[src/maint_bridge_consts.vh]
`ifndef MAINT_BRIDGE_CONSTS_VH
`define MAINT_BRIDGE_CONSTS_VH

// Stream header fields of the first beat.
`define HDR_TID       63:56
`define HDR_FTYPE     55:52
`define HDR_TTYPE     51:48
`define HDR_PRIO      46:45
`define HDR_CRF       44
`define HDR_SIZE      43:36
`define HDR_ERR       35
`define HDR_XAM       33:32
`define HDR_HOP       31:24
`define HDR_OFF       23:0

// Transaction classes and types.
`define FT_NREAD      4'h2
`define FT_NWRITE     4'h5
`define FT_SWRITE     4'h6
`define FT_MAINT      4'h8
`define FT_RESP       4'hD
`define TT_NREAD      4'h4
`define TT_NWRITE     4'h4
`define TT_NWRITE_R   4'h5
`define TT_MRD_REQ    4'h0
`define TT_MWR_REQ    4'h1
`define TT_MRD_RSP    4'h2
`define TT_MWR_RSP    4'h3
`define TT_RSP_NODATA 4'h0
`define TT_RSP_DATA   4'h8

// Only a single four-byte word is a legal size.
`define SIZE_WORD     8'h03
`define STRB_WORD     4'hF

`define AXI_OKAY      2'h0
`define AXI_SLVERR    2'h2

// Configuration offset windows of the three register slaves.
`define PHY_LO        24'h000100
`define BUF_LO        24'h000200
`define BUF_HI        24'h000400
`define SEL_LOG       3'h1
`define SEL_BUF       3'h2
`define SEL_PHY       3'h4

`endif

[src/maintenance_config_bridge.v]
// Summary of operation
// Stream packets keep all header fields and priority, unaltered; the bridge sends responses at request priority plus one, saturating at 3.
// Suppliers byte-reverse stream data.
// Flow and response bits ride a packet's first beat.
// Transport traffic uses the stream format.
// Registers are 32 bits; only single words move.
// Reserved offsets complete normally.
// Read-only writes complete normally, unchanged.
// Port write goes out after address and data handshakes.
// Write status returns on the response channel.
// One write in flight until its response is taken.
// Write address and data may come in either order.
// Port read goes out on address handshake; response returns.
// One read in flight until its response is taken.
// NREAD or NWRITE hitting the base address is maintenance.
// Remote accesses go onto the configuration master.
// A remote write gets a status response.
// A remote read gets one response with status and data.
// Each access goes by offset to one of three slaves.
// The slave answers status, plus data for reads.
// Responses merge request fields with returned status and data.
// Responses show success; payload only for good reads.
// Requests are served without user-side signals.
// An errored write returns error, registers untouched.
// Any non-word access gets an error response; the bridge sends nothing back for a non-word NWRITE without response (ttype 4).
// Nonzero hop byte sends the access remote, count minus one.
// Two low port address bits are ignored.
`include "maint_bridge_consts.vh"
`timescale 1ns/10ps
`default_nettype none

module maintenance_config_bridge (
   input  wire        sys_clk_in,
   input  wire        arst_n_in,
   input  wire [31:0] maint_awaddr_in,
   input  wire        maint_awvalid_in,
   output wire        maint_awready_out,
   input  wire [31:0] maint_wdata_in,
   input  wire [3:0]  maint_wstrb_in,
   input  wire        maint_wvalid_in,
   output wire        maint_wready_out,
   output wire [1:0]  maint_bresp_out,
   output wire        maint_bvalid_out,
   input  wire        maint_bready_in,
   input  wire [31:0] maint_araddr_in,
   input  wire        maint_arvalid_in,
   output wire        maint_arready_out,
   output wire [31:0] maint_rdata_out,
   output wire [1:0]  maint_rresp_out,
   output wire        maint_rvalid_out,
   input  wire        maint_rready_in,
   input  wire [63:0] rx_tdata_in,
   input  wire        rx_tvalid_in,
   output wire        rx_tready_out,
   input  wire        rx_tlast_in,
   input  wire [31:0] rx_tuser_in,
   output wire [63:0] tx_tdata_out,
   output wire        tx_tvalid_out,
   input  wire        tx_tready_in,
   output wire        tx_tlast_out,
   output wire [31:0] tx_tuser_out,
   output wire [23:0] cfg_awaddr_out,
   output wire [2:0]  cfg_awvalid_out,
   input  wire [2:0]  cfg_awready_in,
   output wire [31:0] cfg_wdata_out,
   output wire [2:0]  cfg_wvalid_out,
   input  wire [2:0]  cfg_wready_in,
   input  wire [5:0]  cfg_bresp_in,
   input  wire [2:0]  cfg_bvalid_in,
   output wire [2:0]  cfg_bready_out,
   output wire [23:0] cfg_araddr_out,
   output wire [2:0]  cfg_arvalid_out,
   input  wire [2:0]  cfg_arready_in,
   input  wire [95:0] cfg_rdata_in,
   input  wire [5:0]  cfg_rresp_in,
   input  wire [2:0]  cfg_rvalid_in,
   output wire [2:0]  cfg_rready_out,
   input  wire [9:0]  lcsba_in,
   input  wire [15:0] local_id_in,
   input  wire [15:0] remote_id_in
);

   localparam S_IDLE       = 4'h0;
   localparam S_BODY       = 4'h1;
   localparam S_CFG_WR     = 4'h2;
   localparam S_CFG_B      = 4'h3;
   localparam S_CFG_RD     = 4'h4;
   localparam S_CFG_R      = 4'h5;
   localparam S_TX_LOAD    = 4'h6;
   localparam S_TX_HDR     = 4'h7;
   localparam S_TX_DATA    = 4'h8;
   localparam S_WAIT       = 4'h9;
   localparam S_WAIT_DRAIN = 4'hA;
   localparam S_RSP_DATA   = 4'hB;
   localparam S_DONE       = 4'hC;

   localparam SRC_RX = 2'h0;
   localparam SRC_WR = 2'h1;
   localparam SRC_RD = 2'h2;

   reg [3:0]  state_reg;
   reg [1:0]  src_reg;
   reg [23:0] off_reg;
   reg [7:0]  hop_reg;
   reg [31:0] data_reg;
   reg        err_reg;
   reg        rd_reg;
   reg        want_reg;
   reg        drop_reg;
   reg        got_reg;
   reg [7:0]  tid_reg;
   reg [7:0]  tid_cnt_reg;
   reg [3:0]  ftype_reg;
   reg [1:0]  prio_reg;
   reg        crf_reg;
   reg [15:0] peer_reg;
   reg        awd_reg;
   reg        wd_reg;
   reg [63:0] tx_data_reg;
   reg        tx_last_reg;
   reg [31:0] tx_user_reg;
   reg        aw_full_reg;
   reg [31:0] aw_addr_reg;
   reg        w_full_reg;
   reg [31:0] w_data_reg;
   reg [3:0]  w_strb_reg;
   reg        ar_full_reg;
   reg [31:0] ar_addr_reg;
   reg        bvalid_reg;
   reg [1:0]  bresp_reg;
   reg        rvalid_reg;
   reg [1:0]  rresp_reg;
   reg [31:0] rdata_reg;

   // route by offset
   function [2:0] slave_of;
      input [23:0] off;
      begin
         if (off >= `PHY_LO && off < `BUF_LO) begin
            slave_of = `SEL_PHY;
         end else if (off >= `BUF_LO && off < `BUF_HI) begin
            slave_of = `SEL_BUF;
         end else begin
            slave_of = `SEL_LOG;
         end
      end
   endfunction

   // errored writes skip
   function [3:0] dispatch;
      input drop;
      input err;
      input want;
      input rd;
      begin
         if (drop) begin
            dispatch = S_IDLE;
         end else if (err) begin
            dispatch = want ? S_TX_LOAD : S_IDLE;
         end else begin
            dispatch = rd ? S_CFG_RD : S_CFG_WR;
         end
      end
   endfunction

   function [1:0] pick2;
      input [5:0] v;
      input [2:0] sel;
      integer i;
      begin
         pick2 = 2'h0;
         for (i = 0; i < 3; i = i + 1) begin
            if (sel[i]) begin
               pick2 = v[2*i +: 2];
            end
         end
      end
   endfunction

   function [31:0] pick32;
      input [95:0] v;
      input [2:0]  sel;
      integer i;
      begin
         pick32 = 32'h00000000;
         for (i = 0; i < 3; i = i + 1) begin
            if (sel[i]) begin
               pick32 = v[32*i +: 32];
            end
         end
      end
   endfunction

   wire [3:0]  rx_ft  = rx_tdata_in[`HDR_FTYPE];
   wire [3:0]  rx_tt  = rx_tdata_in[`HDR_TTYPE];
   wire [23:0] rx_off = rx_tdata_in[`HDR_OFF];
   wire        rx_mreq = (rx_ft == `FT_MAINT) &&
                         (rx_tt == `TT_MRD_REQ || rx_tt == `TT_MWR_REQ);
   wire        rx_io = (rx_ft == `FT_NREAD) || (rx_ft == `FT_NWRITE) ||
                       (rx_ft == `FT_SWRITE);
   // base address hit
   wire        rx_hit = rx_io &&
      ({rx_tdata_in[`HDR_XAM], rx_tdata_in[`HDR_HOP]} == lcsba_in);
   wire        rx_ok_io = (rx_ft == `FT_NREAD && rx_tt == `TT_NREAD) ||
      (rx_ft == `FT_NWRITE &&
       (rx_tt == `TT_NWRITE || rx_tt == `TT_NWRITE_R));
   wire        rx_rd = rx_mreq ? (rx_tt == `TT_MRD_REQ) :
                                 (rx_ft == `FT_NREAD);
   wire        rx_want = !(rx_ft == `FT_NWRITE && rx_tt == `TT_NWRITE);
   wire        rx_drop = !(rx_mreq || rx_hit);
   // size check
   wire        rx_err = (rx_hit && !rx_ok_io) ||
      (rx_tdata_in[`HDR_SIZE] != `SIZE_WORD) || (!rx_rd && rx_tlast_in);
   wire        rx_is_rsp = rx_ft == `FT_RESP || (rx_ft == `FT_MAINT &&
      (rx_tt == `TT_MRD_RSP || rx_tt == `TT_MWR_RSP));
   wire        rx_match = rx_ft == `FT_MAINT &&
      rx_tt == (rd_reg ? `TT_MRD_RSP : `TT_MWR_RSP) &&
      rx_tdata_in[`HDR_TID] == tid_reg;
   wire [31:0] rx_word = off_reg[2] ? rx_tdata_in[31:0] :
                                      rx_tdata_in[63:32];

   wire [2:0]  sel_w = slave_of(off_reg);
   wire        aw_hs = |(cfg_awvalid_out & cfg_awready_in);
   wire        w_hs  = |(cfg_wvalid_out & cfg_wready_in);
   wire [1:0]  b_resp_w = pick2(cfg_bresp_in, sel_w);
   wire [1:0]  r_resp_w = pick2(cfg_rresp_in, sel_w);
   wire [31:0] r_data_w = pick32(cfg_rdata_in, sel_w);
   wire        from_rx = (src_reg == SRC_RX);
   wire [3:0]  cfg_done_w = from_rx ? (want_reg ? S_TX_LOAD : S_IDLE) :
                                      S_DONE;
   // responses end remote
   wire [3:0]  after_tx_w = from_rx ? S_IDLE : S_WAIT;

   // payload only good reads
   wire        has_data_w = from_rx ? (rd_reg && !err_reg) : !rd_reg;
   wire [3:0]  tt_w = !from_rx ? (rd_reg ? `TT_MRD_REQ : `TT_MWR_REQ) :
      (ftype_reg == `FT_MAINT) ? (rd_reg ? `TT_MRD_RSP : `TT_MWR_RSP) :
      (has_data_w ? `TT_RSP_DATA : `TT_RSP_NODATA);
   wire [1:0]  prio_w = !from_rx ? 2'h0 :
                        (prio_reg == 2'h3) ? 2'h3 : prio_reg + 2'h1;
   // hop count minus one
   wire [7:0]  hop_w = from_rx ? 8'h00 : hop_reg - 8'h01;
   // response from request
   wire [63:0] hdr_w = {tid_reg, ftype_reg, tt_w, 1'b0, prio_w, crf_reg,
      `SIZE_WORD, err_reg & from_rx, 1'b0, 2'h0, hop_w, off_reg};
   wire [63:0] beat_w = off_reg[2] ? {32'h00000000, data_reg} :
                                     {data_reg, 32'h00000000};

   // one write in flight
   assign maint_awready_out = !aw_full_reg;
   assign maint_wready_out  = !w_full_reg;
   // one read in flight
   assign maint_arready_out = !ar_full_reg;
   assign maint_bvalid_out  = bvalid_reg;
   assign maint_bresp_out   = bresp_reg;
   assign maint_rvalid_out  = rvalid_reg;
   assign maint_rresp_out   = rresp_reg;
   assign maint_rdata_out   = rdata_reg;

   // Responses are accepted while waiting; requests stall until idle.
   assign rx_tready_out = (state_reg == S_IDLE) || (state_reg == S_BODY) ||
      (state_reg == S_WAIT_DRAIN) || (state_reg == S_RSP_DATA) ||
      (state_reg == S_WAIT && rx_is_rsp);
   // stream packets out
   assign tx_tdata_out  = tx_data_reg;
   assign tx_tlast_out  = tx_last_reg;
   assign tx_tuser_out  = tx_user_reg;
   assign tx_tvalid_out = (state_reg == S_TX_HDR) || (state_reg == S_TX_DATA);

   // requests onto master
   assign cfg_awaddr_out  = off_reg;
   assign cfg_araddr_out  = off_reg;
   assign cfg_wdata_out   = data_reg;
   assign cfg_awvalid_out = (state_reg == S_CFG_WR && !awd_reg) ? sel_w : 3'h0;
   assign cfg_wvalid_out  = (state_reg == S_CFG_WR && !wd_reg) ? sel_w : 3'h0;
   assign cfg_bready_out  = (state_reg == S_CFG_B) ? sel_w : 3'h0;
   assign cfg_arvalid_out = (state_reg == S_CFG_RD) ? sel_w : 3'h0;
   assign cfg_rready_out  = (state_reg == S_CFG_R) ? sel_w : 3'h0;

   // channels captured independently
   always @(posedge sys_clk_in or negedge arst_n_in) begin
      if (!arst_n_in) begin
         aw_full_reg <= 1'b0;
         aw_addr_reg <= 32'h00000000;
         w_full_reg  <= 1'b0;
         w_data_reg  <= 32'h00000000;
         w_strb_reg  <= 4'h0;
         ar_full_reg <= 1'b0;
         ar_addr_reg <= 32'h00000000;
      end else begin
         if (maint_awvalid_in && !aw_full_reg) begin
            aw_full_reg <= 1'b1;
            aw_addr_reg <= maint_awaddr_in;
         end
         if (maint_wvalid_in && !w_full_reg) begin
            w_full_reg <= 1'b1;
            w_data_reg <= maint_wdata_in;
            w_strb_reg <= maint_wstrb_in;
         end
         if (maint_arvalid_in && !ar_full_reg) begin
            ar_full_reg <= 1'b1;
            ar_addr_reg <= maint_araddr_in;
         end
         if (bvalid_reg && maint_bready_in) begin
            aw_full_reg <= 1'b0;
            w_full_reg  <= 1'b0;
         end
         if (rvalid_reg && maint_rready_in) begin
            ar_full_reg <= 1'b0;
         end
      end
   end

   always @(posedge sys_clk_in or negedge arst_n_in) begin
      if (!arst_n_in) begin
         state_reg   <= S_IDLE;
         src_reg     <= SRC_RX;
         off_reg     <= 24'h000000;
         hop_reg     <= 8'h00;
         data_reg    <= 32'h00000000;
         err_reg     <= 1'b0;
         rd_reg      <= 1'b0;
         want_reg    <= 1'b0;
         drop_reg    <= 1'b0;
         got_reg     <= 1'b0;
         tid_reg     <= 8'h00;
         tid_cnt_reg <= 8'h00;
         ftype_reg   <= 4'h0;
         prio_reg    <= 2'h0;
         crf_reg     <= 1'b0;
         peer_reg    <= 16'h0000;
         awd_reg     <= 1'b0;
         wd_reg      <= 1'b0;
         tx_data_reg <= 64'h0000000000000000;
         tx_last_reg <= 1'b0;
         tx_user_reg <= 32'h00000000;
         bvalid_reg  <= 1'b0;
         bresp_reg   <= 2'h0;
         rvalid_reg  <= 1'b0;
         rresp_reg   <= 2'h0;
         rdata_reg   <= 32'h00000000;
      end else begin
         if (bvalid_reg && maint_bready_in) begin
            bvalid_reg <= 1'b0;
         end
         if (rvalid_reg && maint_rready_in) begin
            rvalid_reg <= 1'b0;
         end
         case (state_reg)
            S_IDLE: begin
               got_reg  <= 1'b0;
               prio_reg <= 2'h0;
               crf_reg  <= 1'b0;
               // Inbound traffic wins so the link backs up only behind
               // a local access already started; the port can be starved by a flood.
               // autonomous request intake
               if (rx_tvalid_in) begin
                  src_reg   <= SRC_RX;
                  tid_reg   <= rx_tdata_in[`HDR_TID];
                  ftype_reg <= rx_mreq ? `FT_MAINT : `FT_RESP;
                  prio_reg  <= rx_tdata_in[`HDR_PRIO];
                  crf_reg   <= rx_tdata_in[`HDR_CRF];
                  off_reg   <= {rx_off[23:2], 2'h0};
                  peer_reg  <= rx_tuser_in[31:16];
                  rd_reg    <= rx_rd;
                  want_reg  <= rx_want;
                  drop_reg  <= rx_drop;
                  err_reg   <= rx_err;
                  state_reg <= rx_tlast_in ?
                     dispatch(rx_drop, rx_err, rx_want, rx_rd) : S_BODY;
               // write after both handshakes
               end else if (aw_full_reg && w_full_reg && !bvalid_reg) begin
                  src_reg   <= SRC_WR;
                  rd_reg    <= 1'b0;
                  ftype_reg <= `FT_MAINT;
                  tid_reg   <= tid_cnt_reg;
                  peer_reg  <= remote_id_in;
                  data_reg  <= w_data_reg;
                  hop_reg   <= aw_addr_reg[31:24];
                  // drop low bits
                  off_reg   <= {aw_addr_reg[23:2], 2'h0};
                  // partial strobes refused
                  err_reg   <= (w_strb_reg != `STRB_WORD);
                  state_reg <= (w_strb_reg != `STRB_WORD) ? S_DONE :
                     (aw_addr_reg[31:24] != 8'h00) ? S_TX_LOAD : S_CFG_WR;
               // read on address
               end else if (ar_full_reg && !rvalid_reg) begin
                  src_reg   <= SRC_RD;
                  rd_reg    <= 1'b1;
                  ftype_reg <= `FT_MAINT;
                  tid_reg   <= tid_cnt_reg;
                  peer_reg  <= remote_id_in;
                  err_reg   <= 1'b0;
                  hop_reg   <= ar_addr_reg[31:24];
                  off_reg   <= {ar_addr_reg[23:2], 2'h0};
                  state_reg <= (ar_addr_reg[31:24] != 8'h00) ? S_TX_LOAD :
                                                             S_CFG_RD;
               end
            end
            S_BODY: begin
               if (rx_tvalid_in) begin
                  got_reg <= 1'b1;
                  // single word kept
                  if (!got_reg) begin
                     data_reg <= rx_word;
                  end
                  if (rx_tlast_in) begin
                     state_reg <= dispatch(drop_reg, err_reg, want_reg, rd_reg);
                  end
               end
            end
            S_CFG_WR: begin
               if (aw_hs) begin
                  awd_reg <= 1'b1;
               end
               if (w_hs) begin
                  wd_reg <= 1'b1;
               end
               if ((awd_reg || aw_hs) && (wd_reg || w_hs)) begin
                  awd_reg   <= 1'b0;
                  wd_reg    <= 1'b0;
                  state_reg <= S_CFG_B;
               end
            end
            // slave status returned
            S_CFG_B: begin
               if (|(cfg_bvalid_in & sel_w)) begin
                  // only slave errors count
                  err_reg   <= b_resp_w[1];
                  state_reg <= cfg_done_w;
               end
            end
            S_CFG_RD: begin
               if (|(cfg_arvalid_out & cfg_arready_in)) begin
                  state_reg <= S_CFG_R;
               end
            end
            S_CFG_R: begin
               if (|(cfg_rvalid_in & sel_w)) begin
                  data_reg  <= r_data_w;
                  err_reg   <= r_resp_w[1];
                  state_reg <= cfg_done_w;
               end
            end
            // flags on first beat
            S_TX_LOAD: begin
               // full header emitted
               tx_data_reg <= hdr_w;
               tx_last_reg <= !has_data_w;
               tx_user_reg <= {local_id_in, peer_reg};
               if (!from_rx) begin
                  tid_cnt_reg <= tid_cnt_reg + 8'h01;
               end
               state_reg <= S_TX_HDR;
            end
            S_TX_HDR: begin
               if (tx_tready_in) begin
                  if (has_data_w) begin
                     tx_data_reg <= beat_w;
                     tx_last_reg <= 1'b1;
                     state_reg   <= S_TX_DATA;
                  end else begin
                     state_reg <= after_tx_w;
                  end
               end
            end
            // single read response
            S_TX_DATA: begin
               if (tx_tready_in) begin
                  state_reg <= after_tx_w;
               end
            end
            // A remote access has no timeout; a lost response stalls port.
            S_WAIT: begin
               got_reg <= 1'b0;
               if (rx_tvalid_in && rx_is_rsp) begin
                  if (rx_match) begin
                     err_reg   <= rx_tdata_in[`HDR_ERR] || (rd_reg && rx_tlast_in);
                     state_reg <= rx_tlast_in ? S_DONE : S_RSP_DATA;
                  end else if (!rx_tlast_in) begin
                     state_reg <= S_WAIT_DRAIN;
                  end
               end
            end
            S_WAIT_DRAIN: begin
               if (rx_tvalid_in && rx_tlast_in) begin
                  state_reg <= S_WAIT;
               end
            end
            S_RSP_DATA: begin
               if (rx_tvalid_in) begin
                  got_reg <= 1'b1;
                  if (rd_reg && !err_reg && !got_reg) begin
                     data_reg <= rx_word;
                  end
                  if (rx_tlast_in) begin
                     state_reg <= S_DONE;
                  end
               end
            end
            // status to port
            S_DONE: begin
               if (src_reg == SRC_WR) begin
                  bvalid_reg <= 1'b1;
                  bresp_reg  <= err_reg ? `AXI_SLVERR : `AXI_OKAY;
               end else begin
                  rvalid_reg <= 1'b1;
                  rresp_reg  <= err_reg ? `AXI_SLVERR : `AXI_OKAY;
                  rdata_reg  <= data_reg;
               end
               state_reg <= S_IDLE;
            end
            default: begin
               state_reg <= S_IDLE;
            end
         endcase
      end
   end

endmodule

`default_nettype wire

[config.mk]
export PLATFORM = sky130hd
export DESIGN_NAME = maintenance_config_bridge
export DESIGN_NICKNAME = d
export VERILOG_FILES = /design/src/maintenance_config_bridge.v
export VERILOG_INCLUDE_DIRS = /design/src /design/src/src
export SDC_FILE = /design/constraint.sdc
export NUM_CORES = 1
export LEC_CHECK = 0
export BUFFER_PORTS_ARGS = -buffer_cell sky130_fd_sc_hd__clkbuf_2
export CAP_MARGIN = 20
export CORE_AREA = 2 2 236 238
export DETAILED_ROUTE_END_ITERATION = 8
export DIE_AREA = 0 0 238 240
export PLACE_DENSITY = 0.56
export RECOVER_POWER = 50
export SKIP_CTS_REPAIR_TIMING = 1
export SLEW_MARGIN = 20
export SYNTH_ARGS = -nofsm -noshare
export SYNTH_HDL_FRONTEND = slang
export SYNTH_SLANG_ARGS = --single-unit
[constraint.sdc]
create_clock -name sys_clk_in -period 4.2 [get_ports sys_clk_in]
set_input_delay 0.21 -clock sys_clk_in [delete_from_list [all_inputs] [get_ports sys_clk_in]]
set_output_delay 0.21 -clock sys_clk_in [all_outputs]
set_load 0.005 [all_outputs]
### Word level (Yosys, flattened, before mapping)

Index checks and enable logic that the tools add are counted.

* flip-flop bits (word level): 354
* latch bits: 0
* memory bits (writable): 0
* ROM bits: 0
* input port bits: 371
* output and inout bits: 235
* logic and storage cells: 324
* memories kept: 0

* $add $sub $neg: 3
* $mul: 0
* div/mod/pow operators: 0
* order comparisons: 4
* equal/unequal tests: 51
* shift-type cells: 0
* muxes and demuxes: 126
* bitwise operators: 9
* reductions and logical operators: 98

Operator list (number)
* $mux W32: 11
* $mux W64: 3
* $pmux W32 S4: 1
* $pmux W64 S2: 1
* $mux W4: 28
* $mux W24: 3
* $mux W3: 17
* $mux W16: 3
* $mux W8: 6
* $pmux W4 S12: 1
* $mux W1: 34
* $eq A4 B3 Y1 const B: 8
* $eq A4 B4 Y1 const B: 8
* $mux W2: 15
* $logic_and A1 B1 Y1: 29
* $ge A24 B10 Y1 const B: 1
* $ge A24 B9 Y1 const B: 1
* $lt A24 B10 Y1 const B: 1
* $lt A24 B11 Y1 const B: 1
* $eq A4 B2 Y1 const B: 5
* $ne A2 B2 Y1 const B: 10
* $logic_or A1 B1 Y1: 18
* $ne A2 B1 Y1 const B: 9
* $reduce_and A2 Y1: 8
* other kinds (31): 69

### Logic depth before layout (Yosys ltp)

Gate-level depths: netlist (run 1).

* word-level depth: 13
* depth in mapped cells: 11
* gate-level depth less buffers: 7

### Worst setup path after synthesis (run 1)

No wires, ideal clock.

* path type: reg-to-reg
* start: register off_reg[18] (netlist: cfg_araddr_out[18])
* end: register state_reg[2]
* library setup time: 125 ps
* data arrival time: 2379 ps
* data required time: 4075 ps
* slack: 1696 ps
* cell stages (with the launch flop): 9
* period minus slack after synthesis: 2504 ps
* path through: dfrtp_1 -> nor4_4 -> and4_1 -> buf_4 -> a21oi_1 -> o31ai_2 -> nand2_1 -> a2111oi_4 -> mux2_4

* cells in the longest elaborated chain, start to end: 11
* elaborated cells on any way between the ends: 29
* those cells by class: order compare (4); eq/ne (4); mux (5); bitwise (5); reduce/logical (11)

Ends and longest elaborated chain
* start: declaration: line maintenance_config_bridge.v:103 `reg [23:0] off_reg;`
* start signal: assignment: line maintenance_config_bridge.v:363 `off_reg <= {rx_off[23:2], 2'h0};`
* start signal: assignment: line maintenance_config_bridge.v:381 `off_reg <= {aw_addr_reg[23:2], 2'h0};`
* start signal: assignment: line maintenance_config_bridge.v:395 `off_reg <= {ar_addr_reg[23:2], 2'h0};`
* $ge A24 B10 Y1 (no line) / $lt A24 B11 Y1 (equally long branches)
* $logic_and A1 B1 Y1 (no line)
* $mux W2: line maintenance_config_bridge.v:141 `` end else if (off >= `BUF_LO && off < `BUF_HI) begin ``
* $mux W3 (*): line maintenance_config_bridge.v:139 `` if (off >= `PHY_LO && off < `BUF_LO) begin ``
* $mux W3 (on tied branches): line maintenance_config_bridge.v:274, maintenance_config_bridge.v:275
* $and A3 B3 Y3 (on tied branches): line maintenance_config_bridge.v:223, maintenance_config_bridge.v:224
* $reduce_or A3 Y1 (on tied branches): line maintenance_config_bridge.v:223, maintenance_config_bridge.v:224
* $logic_or A1 B1 Y1: line maintenance_config_bridge.v:419 `if ((awd_reg || aw_hs) && (wd_reg || w_hs)) begin`
* $logic_and A1 B1 Y1: line maintenance_config_bridge.v:419
* $ne A2 B1 Y1 (no line)
* $reduce_and A14 Y1 (no line) (*)
* end signal: assignment: line maintenance_config_bridge.v:408 `state_reg <= dispatch(drop_reg, err_reg, want_reg, rd_reg);`
* end signal: assignment: line maintenance_config_bridge.v:430 `state_reg <= cfg_done_w;`
* end signal: assignment: line maintenance_config_bridge.v:442 `state_reg <= cfg_done_w;`
* end: declaration: line maintenance_config_bridge.v:101 `reg [3:0] state_reg;`

Mark *: on every way between the ends. The rest lies on a longest branch, timed or not.
A chain may end at the register's enable or synchronous reset.

### Final worst setup path (run 1)

* start: register state_reg[2]
* end: output port cfg_rready_out[0]

* cells in the longest elaborated chain, start to end: 2

Ends and longest elaborated chain
* start signal: assignment: line maintenance_config_bridge.v:369 `state_reg <= rx_tlast_in ?`
* start signal: assignment: line maintenance_config_bridge.v:384 `` state_reg <= (w_strb_reg != `STRB_WORD) ? S_DONE : ``
* start signal: assignment: line maintenance_config_bridge.v:396 `state_reg <= (ar_addr_reg[31:24] != 8'h00) ? S_TX_LOAD :`
* $eq A4 B3 Y1: line maintenance_config_bridge.v:278 `assign cfg_rready_out = (state_reg == S_CFG_R) ? sel_w : 3'h0;`
* $mux W3: line maintenance_config_bridge.v:278
* end: declaration: line maintenance_config_bridge.v:77 `output wire [2:0] cfg_rready_out,`

Every way passes these cells.

==> results, run 1 <==
- The run finished, with violations left.
- The final reports fail on negative hold slack, max-capacitance violations, max-slew violations.
- Across all hold checks on the routed design, the worst slack comes to -0.0372 ns.
- The last weighted congestion value of the routability-driven placer is 0.914.
- Setup repair after global routing left no endpoint under its margin.
- The die width is about 240 um.
- The port buffer count is ~570.
- The top flip-flop cell by instance count after synthesis is sky130_fd_sc_hd__dfrtp_1.
- The total power per unit cell area is 720 mW/mm^2.
- The maximum number of pins on one net before global-route repair is roughly 110.
- The flip-flop count of the largest register, all copies and words added is 64.
- The DRC violation count after routing is 0.
- The clock root buffer is sky130_fd_sc_hd__clkbuf_16.
- The async set-reset flop share out of synthesis is 1.00.
- The total detailed-routing wirelength is 74000 um.
- For the final routed database, the setup TNS stands at 0 ns.
- The analysis attributes to cell leakage a power of approximately 11 nW.
- Yosys mapped a number of flops with a built-in enable equal to 0.
- The critical path goes through nor2b_1 -> nand2_2 -> buf_4 -> nor2_2 -> buf_4 -> clkbuf_2.
- In the layout the commonest cells are 457 x sky130_fd_sc_hd__clkbuf_2, 343 x sky130_fd_sc_hd__dfrtp_1, 220 x sky130_fd_sc_hd__nand2_1.
- The total clock sinks is 344.
- STA puts the critical path data required time at approximately 4.0 ns.
- The sort of element at the start of the critical path is a register.
- TritonCTS built the clock tree.
- In this run the worst path has a maximum fanout of 22.
- For the finished layout, the period the worst path requires is approximately 3.6 ns.
- The worst-case setup slack after placement is between 1 and 1.5 ns.
- The initial antenna violation count was 18.
- The overall track demand over capacity in global routing is 0.247.
- The area share of the largest cell type after synthesis is 0.510.
- The number of vias in the routed layout is around 16000.
- The post-route clock period utilization is 0.865.
- Compared with the post-synthesis result, the final layout area differs by 37.5%.
- Among cell families on the critical path, the largest total delay comes from simple AND/OR/NAND/NOR gates.
- The mean instance size in the synthesized netlist is 10.1 sq um.
- For this run, the post-layout net count is 2708.
- Synthesis inferred 344 register bits.
- Counting tap cells, the placed design contains a total of 2832 instances.
- The area of the placeable core is between 0.05 and 0.06 sq mm.
- The area occupied by multi-input gates is 0.00754 sq mm.
- For the pin with the worst max-slew slack, the measured transition is approximately 3.1 ns.
- Counting along the longest clock path gives a buffer depth of 3.
- 606 I/O pins were placed.
- The data arrival at the endpoint of the critical path is around 3.4 ns.
- For this run, the detailed router's first-pass iteration total came to 5.
- The count of final setup violators is 0.
- The number of inserted filler cells in the final layout is 5403.
- The largest incremental delay on the critical path is 0.74 ns.
- The share of the Yosys chip area taken by registers is 0.510.
- For this run, the top clock speed supported by timing is roughly 0.28 GHz.
- The hold violation count in the final report is 18.
- The number of distinct standard cells referenced by the synthesized netlist is 62.
- Headroom to the max-slew limit came out at -1.08.
- The number of design-rule violations left by the first detailed-router iteration is about 1200.
- By area the synthesized netlist is led by sky130_fd_sc_hd__dfrtp_1 51%, sky130_fd_sc_hd__mux2_2 12%, sky130_fd_sc_hd__nand2_1 4.9%.
- Dividing the detail-routed wire length by the instance count gives 24.0 um.
- In the final layout, flip-flops and latches occupy 0.00861 sq mm.
- The die covers roughly 0.057 sq mm.
- The number of CTS-inserted buffers is 42.
- Clock latency on the worst-skew pair, taken at its later pin, is around 0.57 ns.
- STA classifies the critical path endpoint as a primary output.
- In the final layout, the share of cells above drive strength 1 is 0.325.
- Leaving out fill and tap cells, the most frequent cell in the layout is sky130_fd_sc_hd__clkbuf_2.
- The first global-routing pass estimated 103000 um of wire.
- The initialized floorplan defines 86 standard-cell rows.
- Max-cap violations in this run came to 3.
- The sum of buffers and inverters on the critical path is 3.
- After detailed routing, the number of vias per cell comes to slightly above 5.
- The global-route congestion overflow total is 0.
- The HPWL after detailed placement is 55300 um.
- The number of non-filler instances in the completed layout is between 3000 and 4000.
- On the critical path, the stage with the largest delay is an instance of sky130_fd_sc_hd__dfrtp_1.
- The final-report max-slew violation count is between 150 and 200.
- The clock-pin slew reported for the worst setup and hold paths after clock tree synthesis is roughly 0.060 ns.
- The number of cells produced by synthesis is 1675.
- VDD sags by at most 298 uV.
- The clock skew after layout is about 0.024 ns.
- The cell that appears most often on the critical path is sky130_fd_sc_hd__buf_4.
- The min-delay analysis places its worst path in the category in2reg.
- The via count of the first global-routing pass came to 15200.
- The largest area contributor in the synthesized netlist is sky130_fd_sc_hd__dfrtp_1.
- For this run, the number of Yosys warnings is 0.
- Once detail routing completed, the nets flagged for antenna violations numbered 0.
- The critical path start-end classification is reg2out.
- The initial core utilization is 0.309.
- The die is ~240 um tall.
- The summed instance area of the synthesized netlist is around 0.017 sq mm.
- CTS built an H-tree with a depth of 2.
- The final worst slack is 0.569 ns.
[power by group]
group | internal [mW] | leakage, nW | switching [mW]
clock | 2.33 | 0.720 | 1.49
combinational | 2.81 | 5.68 | 3.55
sequential | 4.86 | 4.16 | 1.67
total | 10.0 | 10.6 | 6.71
[per-layer routing]
metal  share of wire  GRT usage  vias up
li1                -          -     7232
met1            0.44      0.341     7871
met2            0.47      0.390      572
met3           0.063     0.0487      138
met4           0.028     0.0831       18
met5          0.0016          0        -
[cells by family (layout without fill, tap and decap cells)]
logic type	count (synthesis)	after routing	synth area share
buf+inv	176	863	0.0509
flops	344	344	0.510
mux	226	226	0.148
simple gates	523	523	0.141
compound gates	371	371	0.132
other cells	1	16	0.000222
fa+ha+maj	2	2	0.00148
xor+xnor	32	32	0.0166
[final timing paths]
check	start	to	slack, ns	depth (start not counted)
worst min register to register	tx_tdata_out[50]	tx_tdata_out[50]	0.47	2
worst min-delay path	cfg_rdata_in[6]	cfg_wdata_out[6]	-0.04	3
min in group asynchronous	arst_n_in	tx_tuser_out[30]	1.15	2
max in group asynchronous	arst_n_in	tx_tdata_out[40]	1.15	2
worst max-delay path	state_reg[2]	cfg_rready_out[0]	0.57	6
worst max register to register	state_reg[2]	cfg_wdata_out[31]	0.59	9
[area by class of cell]
| class | count | area share |
|---|---|---|
| flip-flops and latches | 344 | 0.371 |
| multi-input cells | 1160 | 0.325 |
| repair buffers | 773 | 0.201 |
| clock buffers | 61 | 0.0544 |
| well taps | 704 | 0.0379 |
| clock inverters | 15 | 0.00797 |
| inverters | 14 | 0.00226 |
| diodes | 10 | 0.00108 |
[tightest hold or removal path, cell delays in order]
cell and delay, ns:
sky130_fd_sc_hd__clkbuf_2 0.08, sky130_fd_sc_hd__a21oi_1 0.05, sky130_fd_sc_hd__a31oi_1 0.15
[synthesized netlist by cell type, types with 9 or more instances]
master                       n
sky130_fd_sc_hd__clkbuf_1   93
sky130_fd_sc_hd__nand2_1   221
sky130_fd_sc_hd__buf_4      51
sky130_fd_sc_hd__o21ai_0    95
sky130_fd_sc_hd__buf_1      12
sky130_fd_sc_hd__a21oi_1   129
sky130_fd_sc_hd__nor3_1     12
sky130_fd_sc_hd__xor2_1     11
sky130_fd_sc_hd__inv_1      14
sky130_fd_sc_hd__a31oi_1    57
sky130_fd_sc_hd__nor2b_1     9
sky130_fd_sc_hd__nand2b_1   12
sky130_fd_sc_hd__mux2_2    173
sky130_fd_sc_hd__xnor2_1    21
sky130_fd_sc_hd__mux2i_1    50
sky130_fd_sc_hd__nand3_1    73
sky130_fd_sc_hd__a22oi_1    34
sky130_fd_sc_hd__nor2_1    137
sky130_fd_sc_hd__nor3b_1    13
sky130_fd_sc_hd__a221oi_1   20
sky130_fd_sc_hd__dfrtp_1   344
[stage by stage]
stage | cell area, sq um | utilization | hold slack [ns] | power (mW)
6_report | 23200 | 0.425 | -0.0372 | 16.7
5_1_grt | 23200 | 0.425 | 0.000166 | 17.8
4_1_cts | 21700 | 0.398 | -0.221 | 16.8
3_5_place_dp | 20300 | 0.371 | 0.377 | 12.9
3_3_place_gp | 20300 | 0.371 | 0.370 | 12.7
2_1_floorplan | 16900 | - | -0.0856 | 9.83
Power figures use the tool's default switching activity.
==> run 2, diff against run 1 <==
==> constraint.sdc (replaced) <==
create_clock -name sys_clk_in -period 3.8 [get_ports sys_clk_in]
set_input_delay 0.19 -clock sys_clk_in [delete_from_list [all_inputs] [get_ports sys_clk_in]]
set_output_delay 0.19 -clock sys_clk_in [all_outputs]
set_load 0.005 [all_outputs]
==> run 2 against run 1 <==
  * The flow still finishes with violations (negative hold slack, max-capacitance violations, max-slew violations)
  * Final cell count is 0.75% higher
  * Die area unchanged
  * Worst setup slack got worse by 0.27 ns
  * Combinational power increased by 15%
  * Sequential share of layout area shrank 0.32 points
  * Routed wire length grew 1.2%
  * Worst hold slack worse by 0.022 ns
  * Global-route usage up 0.16 points
  * Register-to-register slack got worse by 0.29 ns
  * Clock skew fell by 0.0030 ns
  * Core utilization up 0.37 points
  * Critical path depth is 3 higher
  * Critical path type is now reg2reg
  * Largest power group is now combinational logic
  * Highest routed layer unchanged
==> results, run 2 (same netlist as run 1, synthesis figures left out) <==
- The area of the die is 0.0571 sq mm (unchanged).
- The final period demand of the worst path is 3.50 ns.
- The total power per unit cell area is 800 mW/mm^2 (+11%).
- The maximum clock path buffer count was 3 (unchanged).
- Leaving out fill and tap cells, the most frequent cells in the layout are 427 x sky130_fd_sc_hd__clkbuf_2, 343 x sky130_fd_sc_hd__dfrtp_1, 220 x sky130_fd_sc_hd__nand2_1.
- The maximum net fanout on the critical path came to 64 (+190%).
- The number of cell rows was 86 (unchanged).
- The die width is 238 um (unchanged).
- The overall track demand over capacity in global routing was 0.249 (+0.00156).
- The depth of the most critical reg-to-reg path is 9 (unchanged).
- The required time at the worst-slack endpoint is 4.24 ns (+0.25 ns).
- The checks that failed: negative hold slack, max-capacitance violations, max-slew violations.
- The capturing element type of the critical path is a register.
- Based on the critical path, the design can be clocked at up to roughly 0.29 GHz.
- The critical path start-end classification is reg2reg.
- The port buffer count is 573 (unchanged).
- The flip-flop count of the largest register, all copies and words added was 64 (unchanged).
- The post-route clock period utilization is 0.922.
- The final core area utilization was 0.429 (+0.00368).
- The height of the chip is 240 um (unchanged).
- The initial antenna violation count is 16 (-2).
- The run finished, with violations left.
- The total I/O pin count is 606 (unchanged).
- The final-report max-slew violation count is 315 (+84%).
- The number of nets with antenna violations after routing is 0 (unchanged).
- The hold violation count in the final report was 13 (-5).
- The deepest level of the CTS H-tree is 2 (unchanged).
- The endpoint identified for the worst register-to-register timing path is cfg_wdata_out[6].
- STA classifies the critical path startpoint as a register.
- The maximum vdd ir drop is 343 uV (+15%).
- The total detailed-routing wirelength is 74900 um (+1.2%).
- The type of the tightest min-delay check is in2reg.
- The slew of the pin with the lowest slew margin is 2.21 ns (-0.911 ns).
- The DRC violation count after routing is 0 (unchanged).
- The hold path startpoint is rx_tdata_in[3].
- The register-to-register setup slack came to 0.30 ns (-0.29 ns).
- The met2 wirelength from detailed routing is 34300 um (-0.37%).
- The maximum number of pins on one net before global-route repair is 100 (-9.9%).
- The source-to-sink clock delay at the later pin of the worst-skew pair was 0.57 ns (about the same).
- The number of cells on the worst hold path was 3 (unchanged).
- Signal routing reaches up to met5.
- The number of design-rule violations left by the first detailed-router iteration is 1122 (-3.9%).
- The total clock sinks is 344 (unchanged).
- The average vias per placed instance is 5.16 (+0.33%).
- The data arrival at the endpoint of the critical path is 3.95 ns (+0.53 ns).
- The startpoint identified for the worst register-to-register timing path is state_reg[2].
- TritonCTS built the clock tree.
- The worst-case hold slack was -0.0588 ns (-0.0216 ns).
- The global-route congestion overflow total was 0 (unchanged).
- The post-DP HPWL is 55800 um (+1.0%).
- The total negative slack is 0 ns (unchanged).
- The hold-critical path endpoint is cfg_araddr_out[3].
- The count of final setup violators is 0 (unchanged).
- The share of cells above drive strength 1 is 0.312 (-0.0136).
- The number of nets in the layout is 2732 (+0.89%).
- The area of the placeable core is 0.0547 sq mm (unchanged).
- The via count of the first global-routing pass came to 14900 (-1.9%).
- The clock-pin slew reported for the worst setup and hold paths after clock tree synthesis is 0.06 ns (about the same).
- The first-pass GRT wire length is 103000 um (+0.14%).
- Setup repair after global routing left no endpoint under its margin.
- The leakage power summed over all cells was 10.6 nW (about the same).
- CTS placed an instance of sky130_fd_sc_hd__clkbuf_16 at the clock tree root.
- The met1 layer wirelength in the final routing is 32600 um (-0.29%).
- Relative to the synthesized area, the layout overhead comes to 38.7%.
- The number of optimization iterations in the first detailed-route pass came to 5 (unchanged).
- The last weighted congestion value of the routability-driven placer was 0.921 (+0.86%).
- The commonest non-fill, non-tap cell in the layout is sky130_fd_sc_hd__clkbuf_2.
- The relative max-transition margin came to -0.475 (+0.607).
- The clock skew after layout is 0.0211 ns (-0.00299 ns).
- The initial core utilization came to 0.309 (unchanged).
- The total length of routed met3 wires is 5370 um (+15%).
- The count of maximum capacitance violations is 6 (+3).
- The number of vias in the routed layout is 16000 (+1.1%).
- The routed wire length per instance was 24.1 um (+0.43%).
- The number of CTS-inserted buffers is 43 (+2.4%).
[run 2: area by class of cell]
| type | instances | area, sq um |
|---|---|---|
| clock buffers | 61 | 1280 |
| clock inverters | 15 | 213 |
| multi-input cells | 1160 | 7540 |
| well taps | 704 | 881 |
| diodes | 10 | 25.0 |
| fillers | 5467 | 31200 |
| repair buffers | 796 | 4830 |
| inverters | 14 | 52.6 |
| flip-flops and latches | 344 | 8610 |
[run 2: how the worst max path moves through the flow]
| stage | startpoint | endpoint | slack, ns |
|---|---|---|---|
| after floorplan | cfg_araddr_out[18] | state_reg[2] | 1.30 |
| after detailed placement | cfg_araddr_out[22] | state_reg[2] | 0.72 |
| final | state_reg[2] | cfg_wdata_out[6] | 0.30 |
| after CTS | cfg_araddr_out[22] | cfg_rready_out[2] | 0.29 |
| after global placement | cfg_araddr_out[22] | state_reg[2] | 0.75 |
| after global routing | cfg_araddr_out[22] | cfg_wdata_out[6] | 0.19 |
[run 2: worst max-delay path: stages (launching register included)]
cell                            delay [ns]
sky130_fd_sc_hd__dfrtp_1              0.74
sky130_fd_sc_hd__nor2b_1              0.48
sky130_fd_sc_hd__nand2_2              0.39
sky130_fd_sc_hd__a31oi_1              0.40
sky130_fd_sc_hd__and3_1               0.26
sky130_fd_sc_hd__a31oi_4              0.05
sky130_fd_sc_hd__buf_12               0.19
sky130_fd_sc_hd__nor2_1               0.14
sky130_fd_sc_hd__a31oi_1              0.05
sky130_fd_sc_hd__dlygate4sd3_1        0.59
[run 2: report_power, final]
group,total (mW),switching [mW],internal [mW]
registers,7.06,1.69,5.38
clock network,4.34,1.67,2.67
logic,7.33,4.14,3.19
[run 2: metal layers]
metal  up-vias  global-route usage
met5         -                   0
met4        16              0.0930
met3       151              0.0565
met2       609               0.380
met1      7947               0.344
li1       7279                   -
[run 2: through the flow]
step	total power, mW	setup WS, ns	std cells	hold slack [ns]	cell area, sq um
after floorplan	10.9	1.30	1680	-0.106	16900
after global placement	14.1	0.751	2839	0.297	20400
after detailed placement	14.3	0.723	2839	0.303	20400
after global routing	19.9	0.191	3100	0.0000619	23400
final	18.7	0.296	3104	-0.0588	23400
after CTS	18.7	0.291	2915	-0.298	21800
==> run 3, diff against run 2 <==
--- a/config.mk
+++ b/config.mk
@@ -8,10 +8,10 @@
 export LEC_CHECK = 0
 export BUFFER_PORTS_ARGS = -buffer_cell sky130_fd_sc_hd__clkbuf_2
 export CAP_MARGIN = 20
-export CORE_AREA = 2 2 236 238
+export CORE_AREA = 4 4 232 234
 export DETAILED_ROUTE_END_ITERATION = 8
-export DIE_AREA = 0 0 238 240
-export PLACE_DENSITY = 0.56
+export DIE_AREA = 0 0 236 238
+export PLACE_DENSITY = 0.58
 export RECOVER_POWER = 50
 export SKIP_CTS_REPAIR_TIMING = 1
 export SLEW_MARGIN = 20
==> run 3 against run 2 <==
  * The flow still finishes with violations (negative hold slack, max-capacitance violations, max-slew violations)
  * Power up 0.59%
  * Clock skew down 0.0018 ns
  * Worst setup slack worse by 0.097 ns
  * Sequential share of layout area down 0.27 points
  * Largest cell class unchanged
  * Routed wire length down 0.64%
  * Core utilization up 2.5 points
  * Sequential power up 0.7%
  * Clock power up 0.9%
  * Final cell count down 0.19%
  * Critical path depth unchanged
  * Largest power group unchanged
  * Combinational power about the same
  * Non-clock buffer count up 11
  * Highest routed layer unchanged
==> results, run 3 (same netlist as run 1, synthesis figures left out) <==
- The slowest stage cell on the critical path is sky130_fd_sc_hd__dfrtp_1.
- The startpoint of the worst register-to-register path is state_reg[0].
- The final period demand of the worst path is 3.60 ns (+0.0967 ns).
- The largest incremental delay on the critical path is 0.75 ns (about the same).
- The count of maximum capacitance violations is 2 (-4).
- The setup path with the least slack is of type reg2reg.
- The number of nets with antenna violations after routing is 0 (unchanged).
- Walking the worst path, the cells encountered are nor2b_1 -> nand2_2 -> a31oi_1 -> and3_1 -> a31oi_4 -> buf_12 -> nor2_1 -> a31oi_1 -> dlygate4sd3_1.
- The overall power of the completed layout is 18.8 mW (+0.59%).
- The cell total after placement is 2821 (-0.63%).
- The run finished, with violations left.
- The maximum vdd ir drop came to 389 uV (+13%).
- The source-to-sink clock delay at the later pin of the worst-skew pair is 0.57 ns (about the same).
- The average vias per placed instance is 5.22 (+1.3%).
- The depth of the most critical reg-to-reg path is 9 (unchanged).
- The number of non-filler instances in the completed layout is 3098 (-0.19%).
- Clock tree synthesis selected as its root buffer the cell sky130_fd_sc_hd__clkbuf_16.
- The last weighted congestion value of the routability-driven placer is 0.912 (-1.1%).
- The final-report max-slew violation count was 111 (-65%).
- The fraction of power spent switching nets is 0.398 (-0.00203).
- The total clock sinks is 344 (unchanged).
- The maximum net fanout on the critical path is 64 (unchanged).
- The portion of total power attributed to combinational logic was 0.390 (about the same).
- TritonCTS built the clock tree.
- The number of vias in the routed layout is 16200 (+1.1%).
- The count of final setup violators is 0 (unchanged).
- The slew of the pin with the lowest slew margin is 2.16 ns (-0.0532 ns).
- The initial antenna violation count is 12 (-4).
- The met1 layer wirelength in the final routing is 31600 um (-3.1%).
- The hold path startpoint is rx_tdata_in[3].
- Counting stages on the worst path, the most repeated cell is sky130_fd_sc_hd__a31oi_1.
- The total I/O pin count is 606 (unchanged).
- The register-to-register setup slack came to 0.20 ns (-0.10 ns).
- From synthesis to final layout, the design area changed by 39.8%.
- The share of cells above drive strength 1 is 0.331 (+0.0190).
- The routed wire length per instance is 24.0 um (-0.44%).
- The area of the die is 0.0562 sq mm (-1.7%).
- The clock power share was 0.233 (about the same).
- The sum of buffers and inverters on the critical path is 2 (unchanged).
- The post-route clock period utilization is 0.947 (+0.0255).
- The met2 wirelength from detailed routing is 34900 um (+1.7%).
- The net switching power was 7.50 mW (about the same).
- The sequential fraction of design power is 0.377 (about the same).
- The maximum operating frequency is 0.278 GHz (-2.7%).
- The global-route congestion overflow total is 0 (unchanged).
- The hold-critical path endpoint is cfg_araddr_out[3].
- The worst setup path is captured at a register.
- The via count of the first global-routing pass was 15200 (+2.0%).
- The path class of the tightest hold or removal check is in2reg.
- The total power per unit cell area was 798 mW/mm^2 (-0.15%).
- The height of the chip is 238 um (-0.83%).
- The number of CTS-inserted buffers is 42 (-2.3%).
- The data arrival at the endpoint of the critical path was 4.03 ns (+0.08 ns).
- The worst-case hold slack is -0.0437 ns (+0.0152 ns).
- The total negative slack is 0 ns (unchanged).
- The number of design-rule violations left by the first detailed-router iteration came to 1107 (-1.3%).
- The hold violation count in the final report was 13 (unchanged).
- The deepest level of the CTS H-tree came to 2 (unchanged).
- The highest metal layer with signal wires is met5.
- The number of cells on the worst hold path is 3 (unchanged).
- The worst register-to-register path ends at cfg_wdata_out[16].
- The required time at the worst-slack endpoint was 4.23 ns (about the same).
- The clock skew after layout is 0.0193 ns (-0.00178 ns).
- The number of nets in the layout is 2742 (+0.37%).
- The DRC violation count after routing came to 0 (unchanged).
- The area of the placeable core is 0.0520 sq mm (-4.8%).
- The maximum number of pins on one net before global-route repair is 118 (+18%).
- The port buffer count is 573 (unchanged).
- The final reports fail on negative hold slack, max-capacitance violations, max-slew violations.
- The post-DP HPWL is 55700 um (-0.33%).
- The number of optimization iterations in the first detailed-route pass is 5 (unchanged).
- The leakage power summed over all cells was 10.8 nW (+2.0%).
- Broken down by cell family, the worst path's largest delay share belongs to simple AND/OR/NAND/NOR gates.
- The commonest non-fill, non-tap cell in the layout is sky130_fd_sc_hd__clkbuf_2.
- Setup repair after global routing left no endpoint under its margin.
- The relative max-transition margin came to -0.440 (+0.0354).
- The overall track demand over capacity in global routing came to 0.247 (-0.00163).
- The number of cell rows was 84 (-2.3%).
- The flip-flop count of the largest register, all copies and words added is 64 (unchanged).
- The clock-pin slew reported for the worst setup and hold paths after clock tree synthesis is 0.06 ns (about the same).
- The sort of element at the start of the critical path is a register.
- The die width is 236 um (-0.84%).
- The internal power summed over all cells is 11.3 mW (+0.93%).
- The maximum clock path buffer count was 3 (unchanged).
- The total length of routed met3 wires was 5450 um (+1.6%).
- The top cell types in the final layout, fill and taps aside, are 475 x sky130_fd_sc_hd__clkbuf_2, 343 x sky130_fd_sc_hd__dfrtp_1, 220 x sky130_fd_sc_hd__nand2_1.
- The initial core utilization is 0.325 (+0.0157).
- The first-pass GRT wire length is 104000 um (+0.62%).
- The total detailed-routing wirelength is 74400 um (-0.64%).
[run 3: worst reg2reg max path, stage by stage (launching register included)]
cell and delay [ns]:
sky130_fd_sc_hd__dfrtp_1 0.75, sky130_fd_sc_hd__nor2b_1 0.44, sky130_fd_sc_hd__nand2_2 0.53, sky130_fd_sc_hd__a31oi_1 0.40, sky130_fd_sc_hd__and3_1 0.25, sky130_fd_sc_hd__a31oi_4 0.05
sky130_fd_sc_hd__buf_12 0.25, sky130_fd_sc_hd__nor2_1 0.16, sky130_fd_sc_hd__a31oi_1 0.05, sky130_fd_sc_hd__dlygate4sd3_1 0.59
[run 3: layer usage]
layer | GRT usage | up-vias
li1 | - | 7304
met1 | 0.341 | 8066
met2 | 0.386 | 648
met3 | 0.0601 | 147
met4 | 0.0796 | 12
met5 | 0 | -
[run 3: layout make-up]
class / instances / area (sq um)
repair buffers: 807 / 5000
inverters: 14 / 52.6
flip-flops and latches: 344 / 8610
clock inverters: 20 / 267
fillers: 5026 / 28400
clock buffers: 56 / 1250
multi-input cells: 1160 / 7550
diodes: 9 / 22.5
well taps: 688 / 861
[run 3: worst max-delay path by stage]
stage	startpoint	end	slack (ns)	cells after the start
after floorplan	cfg_araddr_out[18]	state_reg[2]	1.30	8
after detailed placement	cfg_araddr_out[22]	state_reg[3]	0.78	7
after global placement	state_reg[3]	state_reg[3]	0.80	7
after CTS	state_reg[0]	cfg_rready_out[2]	0.29	5
final	state_reg[0]	cfg_wdata_out[16]	0.20	9
after global routing	state_reg[3]	cfg_wdata_out[8]	0.004	9
[run 3: stage by stage]
step / setup slack (ns) / hold slack [ns] / cell area (sq um) / util
2_1_floorplan: 1.30 / -0.106 / 16900 / -
3_3_place_gp: 0.801 / 0.357 / 20300 / 0.391
3_5_place_dp: 0.784 / 0.364 / 20300 / 0.391
4_1_cts: 0.292 / -0.245 / 21800 / 0.420
5_1_grt: 0.00365 / 0.00108 / 23600 / 0.454
6_report: 0.200 / -0.0437 / 23600 / 0.454
[run 3: power by group through the flow]
stage,sequential (mW),combinational [mW],clock [mW]
after floorplan,6.43,4.43,0
after global placement,7.06,7.05,0
after detailed placement,7.14,7.14,0
after CTS,7.09,7.16,4.48
after global routing,7.33,8.08,4.63
final,7.11,7.35,4.38
